[config.mk]
export PLATFORM = sky130hd
export DESIGN_NAME = fepc_top
export DESIGN_NICKNAME = d
export VERILOG_FILES = /design/src/fepc_pkg.sv /design/src/fepc_sym_if.sv /design/src/fepc_tx.sv /design/src/fepc_top.sv
export SDC_FILE = /design/constraint.sdc
export NUM_CORES = 1
export LEC_CHECK = 0
export BUFFER_PORTS_ARGS = -buffer_cell sky130_fd_sc_hd__buf_2
export CORE_MARGIN = 2
export CORE_UTILIZATION = 30
export CTS_CLUSTER_SIZE = 12
export DETAILED_ROUTE_END_ITERATION = 8
export PLACE_DENSITY = 0.57
export SYNTH_ARGS = -nofsm -noshare
export SYNTH_HDL_FRONTEND = slang
export SYNTH_SLANG_ARGS = --single-unit
export TNS_END_PERCENT = 100
[constraint.sdc]
create_clock -name clk -period 5.9 [get_ports clk]
set_clock_uncertainty 0.15 [all_clocks]
set_input_delay 1.18 -clock clk [delete_from_list [all_inputs] [get_ports clk]]
set_output_delay 1.18 -clock clk [all_outputs]
set_load 0.005 [all_outputs]
[src/fepc_pkg.sv]
package fepc_pkg;

  // clock and timing
  localparam int unsigned CLK_HZ          = 20000000;
  localparam int unsigned WINDOW_US       = 40;  // idle search window
  localparam int unsigned WINDOW_CYCLES   = (WINDOW_US * (CLK_HZ / 1000000)); // rounded down
  localparam int unsigned WDOG_W          = 16;

  // code groups
  localparam logic [4:0] CG_IDLE  = 5'h1f;
  localparam logic [4:0] CG_J     = 5'h18;
  localparam logic [4:0] CG_K     = 5'h11;
  localparam logic [4:0] CG_T     = 5'h0d;
  localparam logic [4:0] CG_R     = 5'h07;
  localparam logic [4:0] CG_BAD0  = 5'h08; // 01000
  localparam logic [4:0] CG_BAD1  = 5'h0c; // 01100
  localparam logic [4:0] CG_BAD2  = 5'h10; // 10000

  // scrambler sequence, x^11 + x^9 + 1
  localparam int unsigned LFSR_W     = 11;
  localparam int unsigned LFSR_TAP_A = 10;
  localparam int unsigned LFSR_TAP_B = 8;
  localparam logic [10:0] LFSR_SEED  = 11'h7ff;

  // bits of idle needed to lock the descrambler key
  localparam logic [5:0]  LOCK_BITS  = 6'h1e;
  // consecutive idle groups that close a frame
  localparam logic [1:0]  IDLE_END   = 2'h2;

  // mlt-3 line levels
  localparam logic [1:0]  MLT_ZERO   = 2'h0;
  localparam logic [1:0]  MLT_POS    = 2'h1;
  localparam logic [1:0]  MLT_NEG    = 2'h3;
  // 6-bit sample thresholds (two's complement)
  localparam logic signed [5:0] SAMPLE_HI = 6'sh10;
  localparam logic signed [5:0] SAMPLE_LO = -6'sh10;

  // valid 5-bit code group? undefined ones return 0
  function automatic logic fepc_valid_cg(input logic [4:0] cg);
    fepc_valid_cg = !(cg inside {5'h00, 5'h01, 5'h02, 5'h03, 5'h04, 5'h05,
                                 5'h06, 5'h08, 5'h0c, 5'h10, 5'h19});
  endfunction

  // next scrambler state
  function automatic logic [10:0] fepc_lfsr_step(input logic [10:0] s);
    fepc_lfsr_step = {s[9:0], s[LFSR_TAP_A] ^ s[LFSR_TAP_B]};
  endfunction

endpackage

[src/fepc_sym_if.sv]
`timescale 1ns/1ps
`default_nettype none
// scrambler key driven by the transmit core, not read by the receive core
interface fepc_sym_if;
  logic [10:0] key;
  logic        bit_en;
  modport src (output key, output bit_en);
  modport dst (input key, input bit_en);
endinterface
`default_nettype wire

[src/fepc_tx.sv]
`timescale 1ns/1ps
`default_nettype none
// transmit: scramble, serialise, nrzi, mlt-3
module fepc_tx (
  input  wire logic       clk,
  input  wire logic       sys_rst,
  input  wire logic [4:0] tx_group,
  output logic            tx_take,
  output logic [1:0]      tx_level,
  fepc_sym_if.src         sym
);

  logic [10:0] lfsr;
  logic [4:0]  shreg;
  logic [2:0]  bitcnt;
  logic        nrzi;
  logic [1:0]  last_nz;
  logic [4:0]  safe_group;
  logic        scr_bit;
  logic        load;
  logic        next_nrzi;
  logic        step;

  ////////////////////////////////////////////////////////////////
  // undefined groups replaced by idle
  assign safe_group = fepc_pkg::fepc_valid_cg(tx_group) ? tx_group : fepc_pkg::CG_IDLE;
  assign load       = (bitcnt == 3'h4);
  assign scr_bit    = shreg[4] ^ lfsr[fepc_pkg::LFSR_TAP_A] ^ lfsr[fepc_pkg::LFSR_TAP_B];
  assign next_nrzi  = nrzi ^ scr_bit;
  assign step       = next_nrzi ^ nrzi; // nrzi transition
  assign sym.key    = lfsr;
  assign sym.bit_en = 1'b1;

  // one bit per cycle out of the 5-bit group
  always_ff @(posedge clk) begin
    if (sys_rst) begin
      lfsr    <= fepc_pkg::LFSR_SEED;
      shreg   <= fepc_pkg::CG_IDLE;
      bitcnt  <= 3'h0;
      tx_take <= 1'b0;
    end else begin
      lfsr    <= fepc_pkg::fepc_lfsr_step(lfsr);
      bitcnt  <= load ? 3'h0 : bitcnt + 3'h1;
      shreg   <= load ? safe_group : {shreg[3:0], 1'b0};
      tx_take <= (bitcnt == 3'h3);
    end
  end

  // nrzi then mlt-3: a one steps the level, zero holds
  always_ff @(posedge clk) begin
    if (sys_rst) begin
      nrzi     <= 1'b0;
      tx_level <= fepc_pkg::MLT_ZERO;
      last_nz  <= fepc_pkg::MLT_NEG;
    end else begin
      nrzi <= next_nrzi;
      if (step) begin
        if (tx_level == fepc_pkg::MLT_ZERO) begin
          tx_level <= (last_nz == fepc_pkg::MLT_NEG) ? fepc_pkg::MLT_POS : fepc_pkg::MLT_NEG;
        end else begin
          last_nz  <= tx_level;
          tx_level <= fepc_pkg::MLT_ZERO;
        end
      end
    end
  end

endmodule // fepc_tx
`default_nettype wire

[src/fepc_top.sv]
`timescale 1ns/1ps
`default_nettype none
module fepc_top #(
  parameter int unsigned WINDOW_CYC = fepc_pkg::WINDOW_CYCLES
) (
  input  wire logic       clk,
  input  wire logic       sys_rst,
  input  wire logic [4:0] tx_group,
  output logic            tx_take,
  output logic [1:0]      tx_level,
  input  wire logic [5:0] rx_sample,
  input  wire logic       descr_bypass,
  output logic [4:0]      rx_group,
  output logic            rx_group_valid,
  output logic            rx_dv,
  output logic            rx_err,
  output logic            rx_locked
);

  fepc_sym_if sym ();

  fepc_tx u_tx (
    .clk      (clk),
    .sys_rst  (sys_rst),
    .tx_group (tx_group),
    .tx_take  (tx_take),
    .tx_level (tx_level),
    .sym      (sym.src)
  );

  typedef enum logic [1:0] {FEPC_HUNT, FEPC_LOCKED} fepc_lock_t;

  // watchdog counter width
  localparam int unsigned WDOG_BITS = fepc_pkg::WDOG_W;

  // receive state
  fepc_lock_t           lock_st;
  logic [1:0]           prev_lvl;
  logic [10:0]          key;
  logic [5:0]           idle_run;
  logic [9:0]           win;
  logic [2:0]           bitcnt;
  logic [WDOG_BITS-1:0] wdog;
  logic [1:0]           idles;
  logic [4:0]           prev_grp;
  logic                 aligned;

  ////////////////////////////////////////////////////////////////
  // slicer and mlt-3 to nrzi decode
  logic [1:0] cur_lvl;
  logic       nrzi_bit;
  assign cur_lvl  = ($signed(rx_sample) > fepc_pkg::SAMPLE_HI) ? fepc_pkg::MLT_POS :
                    ($signed(rx_sample) < fepc_pkg::SAMPLE_LO) ? fepc_pkg::MLT_NEG :
                    fepc_pkg::MLT_ZERO;
  assign nrzi_bit = (cur_lvl != prev_lvl);

  ////////////////////////////////////////////////////////////////
  // descrambling and group framing
  logic       key_bit;
  logic       plain_bit;
  logic [9:0] next_win;
  logic [4:0] next_grp;
  logic       grp_done;
  logic       is_idle;
  logic       wdog_exp;
  logic       run_ok;
  assign key_bit   = key[fepc_pkg::LFSR_TAP_A] ^ key[fepc_pkg::LFSR_TAP_B];
  assign plain_bit = descr_bypass ? nrzi_bit : (nrzi_bit ^ key_bit);
  assign next_win  = {win[8:0], plain_bit};
  assign next_grp  = next_win[4:0];
  assign grp_done  = aligned ? (bitcnt == 3'h4) : 1'b0;
  assign is_idle   = (next_grp == fepc_pkg::CG_IDLE);
  assign wdog_exp  = (wdog >= WDOG_BITS'(WINDOW_CYC - 1));
  // receive runs only while the key holds and the window is open
  assign run_ok    = (lock_st == FEPC_LOCKED) && !wdog_exp;

  ////////////////////////////////////////////////////////////////
  // frame delimiters, errors and idle search
  logic       jk_seen;
  logic       tr_seen;
  logic       two_idles;
  logic       bad_grp;
  logic       idle_seen;
  logic [1:0] next_idles;
  // j/k only opens a frame when none is open
  assign jk_seen    = !rx_dv && (next_win == {fepc_pkg::CG_J, fepc_pkg::CG_K});
  assign tr_seen    = (prev_grp == fepc_pkg::CG_T) && (next_grp == fepc_pkg::CG_R);
  assign two_idles  = is_idle && (idles == fepc_pkg::IDLE_END - 2'h1);
  assign bad_grp    = !fepc_pkg::fepc_valid_cg(next_grp);
  // group edge unknown before the first j/k, so five ones in a row count as idle
  assign idle_seen  = aligned ? (is_idle && grp_done) : is_idle;
  // saturating count of idle groups in a row
  assign next_idles = !is_idle ? 2'h0 :
                      (idles == fepc_pkg::IDLE_END) ? idles : idles + 2'h1;

  ////////////////////////////////////////////////////////////////
  // key hunt
  logic        hunt;
  logic        lock_now;
  logic [10:0] next_key;
  logic [5:0]  next_idle_run;
  assign hunt          = (lock_st == FEPC_HUNT);
  // idle is all ones, so the inverted line bit is the key stream
  assign next_key      = hunt ? {key[9:0], ~nrzi_bit} : fepc_pkg::fepc_lfsr_step(key);
  assign next_idle_run = (plain_bit || descr_bypass) ? idle_run + 6'h1 : 6'h0;
  assign lock_now      = hunt && (idle_run >= fepc_pkg::LOCK_BITS);

  // front end
  always_ff @(posedge clk) begin
    if (sys_rst) begin
      prev_lvl <= fepc_pkg::MLT_ZERO;
    end else begin
      prev_lvl <= cur_lvl;
    end
  end

  // key lock: load from line on idle, then free-run
  always_ff @(posedge clk) begin
    if (sys_rst) begin
      lock_st  <= FEPC_HUNT;
      key      <= fepc_pkg::LFSR_SEED;
      idle_run <= 6'h0;
    end else begin
      key <= next_key;
      case (lock_st)
        FEPC_HUNT: begin
          idle_run <= next_idle_run;
          if (lock_now) begin
            lock_st <= FEPC_LOCKED;
          end
        end
        FEPC_LOCKED: begin
          if (wdog_exp) begin
            lock_st  <= FEPC_HUNT;
            idle_run <= 6'h0;
          end
        end
        default: begin
          lock_st  <= FEPC_HUNT;
          idle_run <= 6'h0;
        end
      endcase
    end
  end

  // serial to parallel with alignment on j/k
  always_ff @(posedge clk) begin
    if (sys_rst) begin
      win            <= 10'h0;
      bitcnt         <= 3'h0;
      aligned        <= 1'b0;
      rx_group       <= 5'h0;
      rx_group_valid <= 1'b0;
    end else begin
      win            <= next_win;
      rx_group_valid <= 1'b0;
      if (!run_ok) begin
        aligned <= 1'b0;
      end else if (jk_seen) begin
        aligned        <= 1'b1;
        bitcnt         <= 3'h0;
        rx_group       <= next_grp;
        rx_group_valid <= 1'b1;
      end else if (aligned) begin
        bitcnt <= grp_done ? 3'h0 : bitcnt + 3'h1;
        if (grp_done) begin
          rx_group       <= next_grp;
          rx_group_valid <= 1'b1;
        end
      end
    end
  end

  // data valid and error flag
  always_ff @(posedge clk) begin
    if (sys_rst) begin
      rx_dv     <= 1'b0;
      rx_err    <= 1'b0;
      rx_locked <= 1'b0;
      idles     <= 2'h0;
      prev_grp  <= 5'h0;
    end else begin
      rx_locked <= (lock_st == FEPC_LOCKED);
      rx_err    <= 1'b0;
      if (!run_ok) begin
        rx_dv <= 1'b0;
        idles <= 2'h0;
      end else if (jk_seen) begin
        rx_dv <= 1'b1;
        idles <= 2'h0;
      end else if (rx_dv && grp_done) begin
        prev_grp <= next_grp;
        idles    <= next_idles;
        if (tr_seen || two_idles) begin
          rx_dv <= 1'b0;
        end else if (bad_grp) begin
          rx_err <= 1'b1;
        end
      end
    end
  end

  // idle watchdog, cleared by every idle seen
  always_ff @(posedge clk) begin
    if (sys_rst || !run_ok) begin
      wdog <= '0;
    end else begin
      wdog <= idle_seen ? '0 : wdog + WDOG_BITS'(1);
    end
  end

endmodule // fepc_top
`default_nettype wire

Yosys cells after proc, flatten, opt, wreduce, memory -nomap -nowiden
Cells that the tools add are included.
{ "op_classes": {"addsub": 5, "order_cmp": 4, "eq_ne": 35, "mux": 31, "bitwise_logic": 12, "reduce_logical": 35} }
{ "ops": {"columns": ["cell", "n"], "rows": [
  ["$eq 5x3->1 const B", 7],
  ["$eq 5x4->1 const B", 5],
  ["$eq 5x5->1 const B", 5],
  ["$mux 5", 5],
  ["$reduce_bool 11->1", 2],
  ["$eq 5x2->1 const B", 4],
  ["$add 16x1->16 const B", 1],
  ["$ge 16x10->1 const B", 1],
  ["$mux 2", 8],
  ["$mux 6", 2],
  ["$pmux 6 s2", 1],
  ["$mux 1", 11],
  ["$eq 10x10->1 const B", 1],
  ["$eq 5x1->1 const B", 2],
  ["$logic_not 5->1", 2],
  ["$reduce_and 2->1", 5],
  ["$mux 3", 3],
  ["$reduce_bool 2->1", 4],
  ["$logic_and 1x1->1", 7],
  ["$xor 1x1->1", 7],
  ["$add 3x1->3 const B", 2],
  ["$add 6x1->6 const B", 1],
  ["$eq 3x3->1 const B", 2],
  ["$ge 6x5->1 const B", 1],
  ["other kinds (18)", 33]
]} }
{ "word_totals": {"register_bits": 91, "inputBits": 14, "output_inout_bits": 12, "word_cells": 144} }

Logic depth before layout (Yosys ltp)
{ "logic_depth": {"ltp_word": 12, "mapped_depth": 9, "ltp_nobuf": 8} }

By module
A second synthesis with hierarchy kept.
{ "unflattened": {"hier_cells": 374, "area_unflattened_um2": 3628.5} }
{ "modules_own_cells": {"columns": ["module", "instances", "cells_each", "area_per_inst_um2", "seq_area_each_um2"], "rows": [
  ["fepc_top", 1, 282, 2710.1, 1301.2],
  ["fepc_tx", 1, 92, 918.4, 480.5]
]} }

Least setup slack after synthesis
OpenSTA, ideal clock, no wires.
{ "synth_path": {"kind": "input port to flip-flop", "start": "input rx_sample[0]", "end": "register rx_group[0]", "setup_time_ps": 121, "arrival_time_ps": 3003, "required_time_ps": 5629, "setup_slack_ps": 2626, "cell_stages": 6, "n_path_buf": 0, "cell_sequence": "or4_4 mux2_4 o21ai_0 a21boi_0 o21ai_2 mux2_2"} }
{ "synth_via": {"elab_chain_cells": 10} }
{ "synth_lines": {"columns": ["element", "line_no", "source"], "rows": [
  ["start: declaration", "fepc_top.sv:11", "input wire logic [5:0] rx_sample,"],
  ["$lt 6x5->1", "fepc_top.sv:53", "($signed(rx_sample) < fepc_pkg::SAMPLE_LO) ? fepc_pkg::MLT_NEG :"],
  ["$mux 2", "fepc_top.sv:53", null],
  ["$mux 2 *", "fepc_top.sv:52", "assign cur_lvl = ($signed(rx_sample) > fepc_pkg::SAMPLE_HI) ? fepc_pkg::MLT_POS :"],
  ["$ne 2x2->1 *", "fepc_top.sv:55", "assign nrzi_bit = (cur_lvl != prev_lvl);"],
  ["$xor 1x1->1", "fepc_top.sv:68", "assign plain_bit = descr_bypass ? nrzi_bit : (nrzi_bit ^ key_bit);"],
  ["$mux 1 *", "fepc_top.sv:68", null],
  ["$eq 10x10->1", "fepc_top.sv:86", "assign jk_seen = !rx_dv && (next_win == {fepc_pkg::CG_J, fepc_pkg::CG_K});"],
  ["$logic_and 1x1->1", "fepc_top.sv:86", null],
  ["$reduce_bool 2->1 (no source line)", null, null],
  ["$reduce_and 3->1 (no source line)", null, null],
  ["end signal: assignment", "fepc_top.sv:162", "rx_group <= next_grp;"],
  ["end signal: assignment", "fepc_top.sv:167", "rx_group <= next_grp;"],
  ["end: declaration", "fepc_top.sv:13", "output logic [4:0] rx_group,"]
]} }
Every way passes the cells marked *; elsewhere a longest branch is shown, timed or not. The select of a mux whose other input is x is not followed.
A chain may end at the register's enable or synchronous reset.

Final worst setup path
{ "layout_path": {"start": "input rx_sample[0]", "end": "register wdog[8]"} }
{ "layout_via": {"elab_chain_cells": 10} }
{ "layout_lines": {"columns": ["element", "line_no", "source"], "rows": [
  ["$lt 6x5->1", "fepc_top.sv:53", null],
  ["$mux 2", "fepc_top.sv:53", null],
  ["$mux 2 *", "fepc_top.sv:52", null],
  ["$ne 2x2->1 *", "fepc_top.sv:55", null],
  ["$xor 1x1->1", "fepc_top.sv:68", null],
  ["$mux 1 *", "fepc_top.sv:68", null],
  ["$eq 5x5->1 *", "fepc_top.sv:72", "assign is_idle = (next_grp == fepc_pkg::CG_IDLE);"],
  ["$logic_and 1x1->1", "fepc_top.sv:91", "assign idle_seen = aligned ? (is_idle && grp_done) : is_idle;"],
  ["$mux 1 *", "fepc_top.sv:91", null],
  ["$reduce_or 2->1 (no source line) *", null, null],
  ["end signal: assignment", "fepc_top.sv:208", "wdog <= idle_seen ? '0 : wdog + WDOG_BITS'(1);"],
  ["end: declaration", "fepc_top.sv:43", "logic [WDOG_BITS-1:0] wdog;"]
]} }
Every way passes the cells marked *; elsewhere a longest branch is shown, timed or not.

==> results.md <==
GRT:
- The initial antenna violation count came to 0.
- The first-pass GRT wire length is 10900 um.
- The number of global-route vias before repair is 2442.
- Global routing finished with a remaining overflow of 0.
- The maximum number of pins on one net before global-route repair is 52.
- Across every metal layer, demand over resource in global routing totals 0.108.

Final layout:
- The final-stage net count is 411.
- The number of antenna diodes in the final layout is 0.
- The total of fill cells in the finished design is 1138.
- The synthesis-to-finish area growth is 17.1%.
- The area taken by flip-flops and latches is 0.00178 mm2.
- Of the cells placed in the final design, the portion with a size suffix greater than 1 is 0.191.
- The area of all placed cells without fillers is 0.00401 mm2.
- The count of placed standard cells in the final layout, fillers left out is 535.
- In the final layout, the multi-input gates occupy 0.00157 mm2.

Synthesis:
- By area the synthesized netlist is led by sky130_fd_sc_hd__dfxtp_1, sky130_fd_sc_hd__or2_2, sky130_fd_sc_hd__ha_1.
- The synthesized instance count is 354.
- Counting instances in the post-synthesis netlist gives the leading cell types as sky130_fd_sc_hd__dfxtp_1, sky130_fd_sc_hd__nor2_1, sky130_fd_sc_hd__nand2_1.
- The cell taking the most area after synthesis is sky130_fd_sc_hd__dfxtp_1.
- The netlist area before placement is 0.00342 mm2.
- The most used flip-flop cell after synthesis is sky130_fd_sc_hd__dfxtp_1.
- By instance count, the leading cell after synthesis is sky130_fd_sc_hd__dfxtp_1.
- The proportion of register bits with asynchronous set or reset after synthesis is 0.
- The share of Yosys cell area claimed by the top area cell type is 0.520.
- Averaged over all synthesized cells, the footprint is 9.67 um2.
- The count of cell types in the netlist is 55.
- The number of flops mapped to enable cells by yosys is 0.
- During synthesis, Yosys emitted a total of 0 warnings.
- The portion of the post-synthesis area used by sequential elements is 0.520.
- After synthesis the netlist holds a flip-flop and latch count of 89.

Drt:
- For this block, the initial DRC count from the detailed router was 114.
- The detail route stage leaves a number of antenna-violating nets equal to 0.
- The post-detailed-route wirelength per cell is 11.3 um.
- The via density per instance is 4.65.
- The DRC violation count after routing is 0.
- The total length of routed wires is 6050 um.
- The routed layout has 2486 vias.
- Before antenna repair, the detailed router went through 4 iterations.

Status:
- The run finished with clean final reports.

Timing:
- The final setup violation count is 0.
- Setup repair after global routing left no endpoint under its margin.
- The smallest setup slack after layout is 2.59 ns.
- Of the available clock period, the critical path in the final layout requires 0.561.
- The hold violation total from the final report was 0.
- The number of max-slew violations in the final report is 0.
- The final critical-path required period is 3.31 ns.
- Measured against its own limit, the worst slew margin works out to 0.378.
- Static timing analysis puts the maximum clock frequency at 0.302 GHz.
- The total negative slack is 0 ns.
- The slew at the pin closest to its max-slew limit is 0.922 ns.

Job:
- The number of maximum-capacitance constraint violations is 0.

Die:
- The die covers 0.0123 mm2.
- The floorplan step defined a core boundary enclosing 0.0113 mm2.
- The number of standard-cell rows in the floorplan is 39.
- From left edge to right edge, the die measures 111 um.
- The initial cell density of the core is 0.304.
- The die height is 111 um.
- The number of primary I/O pins is 26.

CTS:
- In this run, CTS created clock tree buffers numbering 9.
- The count of hold buffers inserted by post-cts repair is 0.
- After clock tree synthesis, the setup repair step added 0 buffers.
- The number of clock sinks is 89.
- The TritonCTS clock tree is done.
- The clock latency reported for the late side of the worst-skew pair is 0.33 ns.
- In this run the number of H-tree levels came out at 3.
- The clock tree root driver cell is sky130_fd_sc_hd__clkbuf_16.
- The number of buffers on the longest clock path is 2.
- Post-CTS repair changed the size of 0 cells.
- After clock tree synthesis, the clock-pin slew on the worst setup and hold paths is 0.06 ns.

Placed design:
- The congestion estimate from routability-driven global placement came to 0.751.
- Once placement completed, the tool counted placed cells totaling 519.
- After detailed placement, the total cell area comes to 0.00372 mm2.
- The count of buffers added on input and output ports is 25.
- Summed over all nets, the half-perimeter wirelength after detailed placement is 4150 um.
- Prior to clock tree synthesis, the placed netlist has a worst setup slack of 2.23 ns.

Critical path:
- The worst setup path is of the in2reg kind.
- In this run the worst path has a maximum fanout of 10.
- The slack of the worst reg-to-reg path is 2.97 ns.
- The data required time of the critical path is 5.94 ns.
- STA puts the critical path data arrival time at 3.35 ns.
- The worst setup path is captured at a flip-flop.
- The startpoint class of the critical path is an input port.

Pwr:
- The total leakage power is 0.00154 uW.
- In this run the power density over the cells is 309 mW/mm2.
- The worst-case IR drop observed on VDD is 0.165 mV.

Worst hold path:
- The kind of path behind the tightest hold check is reg2reg.
-- metrics by stage --
step	utilization	total power [uW]	hold WS (ns)
after floorplan	-	696	0.239
after global routing	0.356	1300	0.274
after detailed placement	0.330	719	0.244
after global placement	0.330	716	0.242
final	0.356	1240	0.258
after CTS	0.356	1260	0.260
-- state kept, by name, indices dropped and copies added (netlist names), 3 cells and up --
register	count
bitcnt	3
idle_run	6
key	11
prev_grp	5
rx_group	5
u_tx.bitcnt	3
u_tx.shreg	5
u_tx.sym.key	11
wdog	16
win	9
-- power breakdown --
| group | internal [uW] | switching (uW) | leakage [uW] |
|---|---|---|---|
| clock | 310 | 226 | 0.000138 |
| sequential | 622 | 16.6 | 0.000726 |
| combinational | 30.4 | 35.3 | 0.000678 |
| total | 962 | 278 | 0.00154 |
-- logic make-up after synthesis --
logic type,Yosys count,share of synthesized area
AND/OR/NAND/NOR,147,0.233
XOR/XNOR,14,0.0358
multiplexers,12,0.0384
flip-flops,89,0.520
adder cells (fa/ha/maj),10,0.0365
other,1,0.00110
buffers and inverters,24,0.0267
AO/OA/AOI/OAI,57,0.109
-- layout make-up --
class                      instances  area share
tap                              143      0.0446
multi-input combinational        246       0.392
clock inverter                     5     0.00936
timing repair buffer              26      0.0331
clock buffer                      11      0.0630
sequential                        89       0.444
inverter                          15      0.0140
-- routing by layer --
| metal | up-vias | part of all wire | GRT usage |
|---|---|---|---|
| li1 | 1274 | - | - |
| met1 | 1171 | 0.48 | 0.134 |
| met2 | 36 | 0.47 | 0.176 |
| met3 | 5 | 0.036 | 0.0339 |
| met4 | 0 | 0.012 | 0.0400 |
| met5 | - | 0 | 0 |
-- critical path, stage by stage --
cell,delay [ns]
sky130_fd_sc_hd__buf_2,0.10
sky130_fd_sc_hd__or4_4,0.55
sky130_fd_sc_hd__mux2_4,0.34
sky130_fd_sc_hd__nor3_4,0.23
sky130_fd_sc_hd__nor2_2,0.14
sky130_fd_sc_hd__o31ai_2,0.68
sky130_fd_sc_hd__nor2_1,0.12
-- worst paths after layout --
check | from | to | cells after the start
hold / removal | key[3]$_SDFF_PP1_ | key[4]$_SDFF_PP1_ | 1
setup reg to reg | wdog[0]$_SDFF_PP0_ | wdog[8]$_SDFF_PP0_ | 7
hold reg to reg | key[3]$_SDFF_PP1_ | key[4]$_SDFF_PP1_ | 1
setup / recovery | rx_sample[0] | wdog[8]$_SDFF_PP0_ | 7
-- placed cells by master, fill, tap and decap left out, drive strengths merged, types with 3 or more instances in the layout --
| master | instances |
|---|---|
| mux2 | 6 |
| dfxtp | 89 |
| a31oi | 3 |
| conb | 6 |
| ha | 10 |
| o21ai | 17 |
| o22a | 3 |
| clkbuf | 11 |
| or4 | 5 |
| nand3 | 12 |
| nor2b | 15 |
| nor3 | 7 |
| mux2i | 6 |
| nand2b | 3 |
| nand4b | 3 |
| a211oi | 3 |
| nand2 | 27 |
| and4 | 3 |
| a21oi | 13 |
| buf | 26 |
| nor2 | 34 |
| or2 | 22 |
| o31ai | 4 |
| xnor2 | 6 |
| and2 | 3 |
| and3 | 5 |
| inv | 15 |
| clkinv | 3 |
| xor2 | 8 |
No activity file was read; power rests on OpenSTA's default activity.
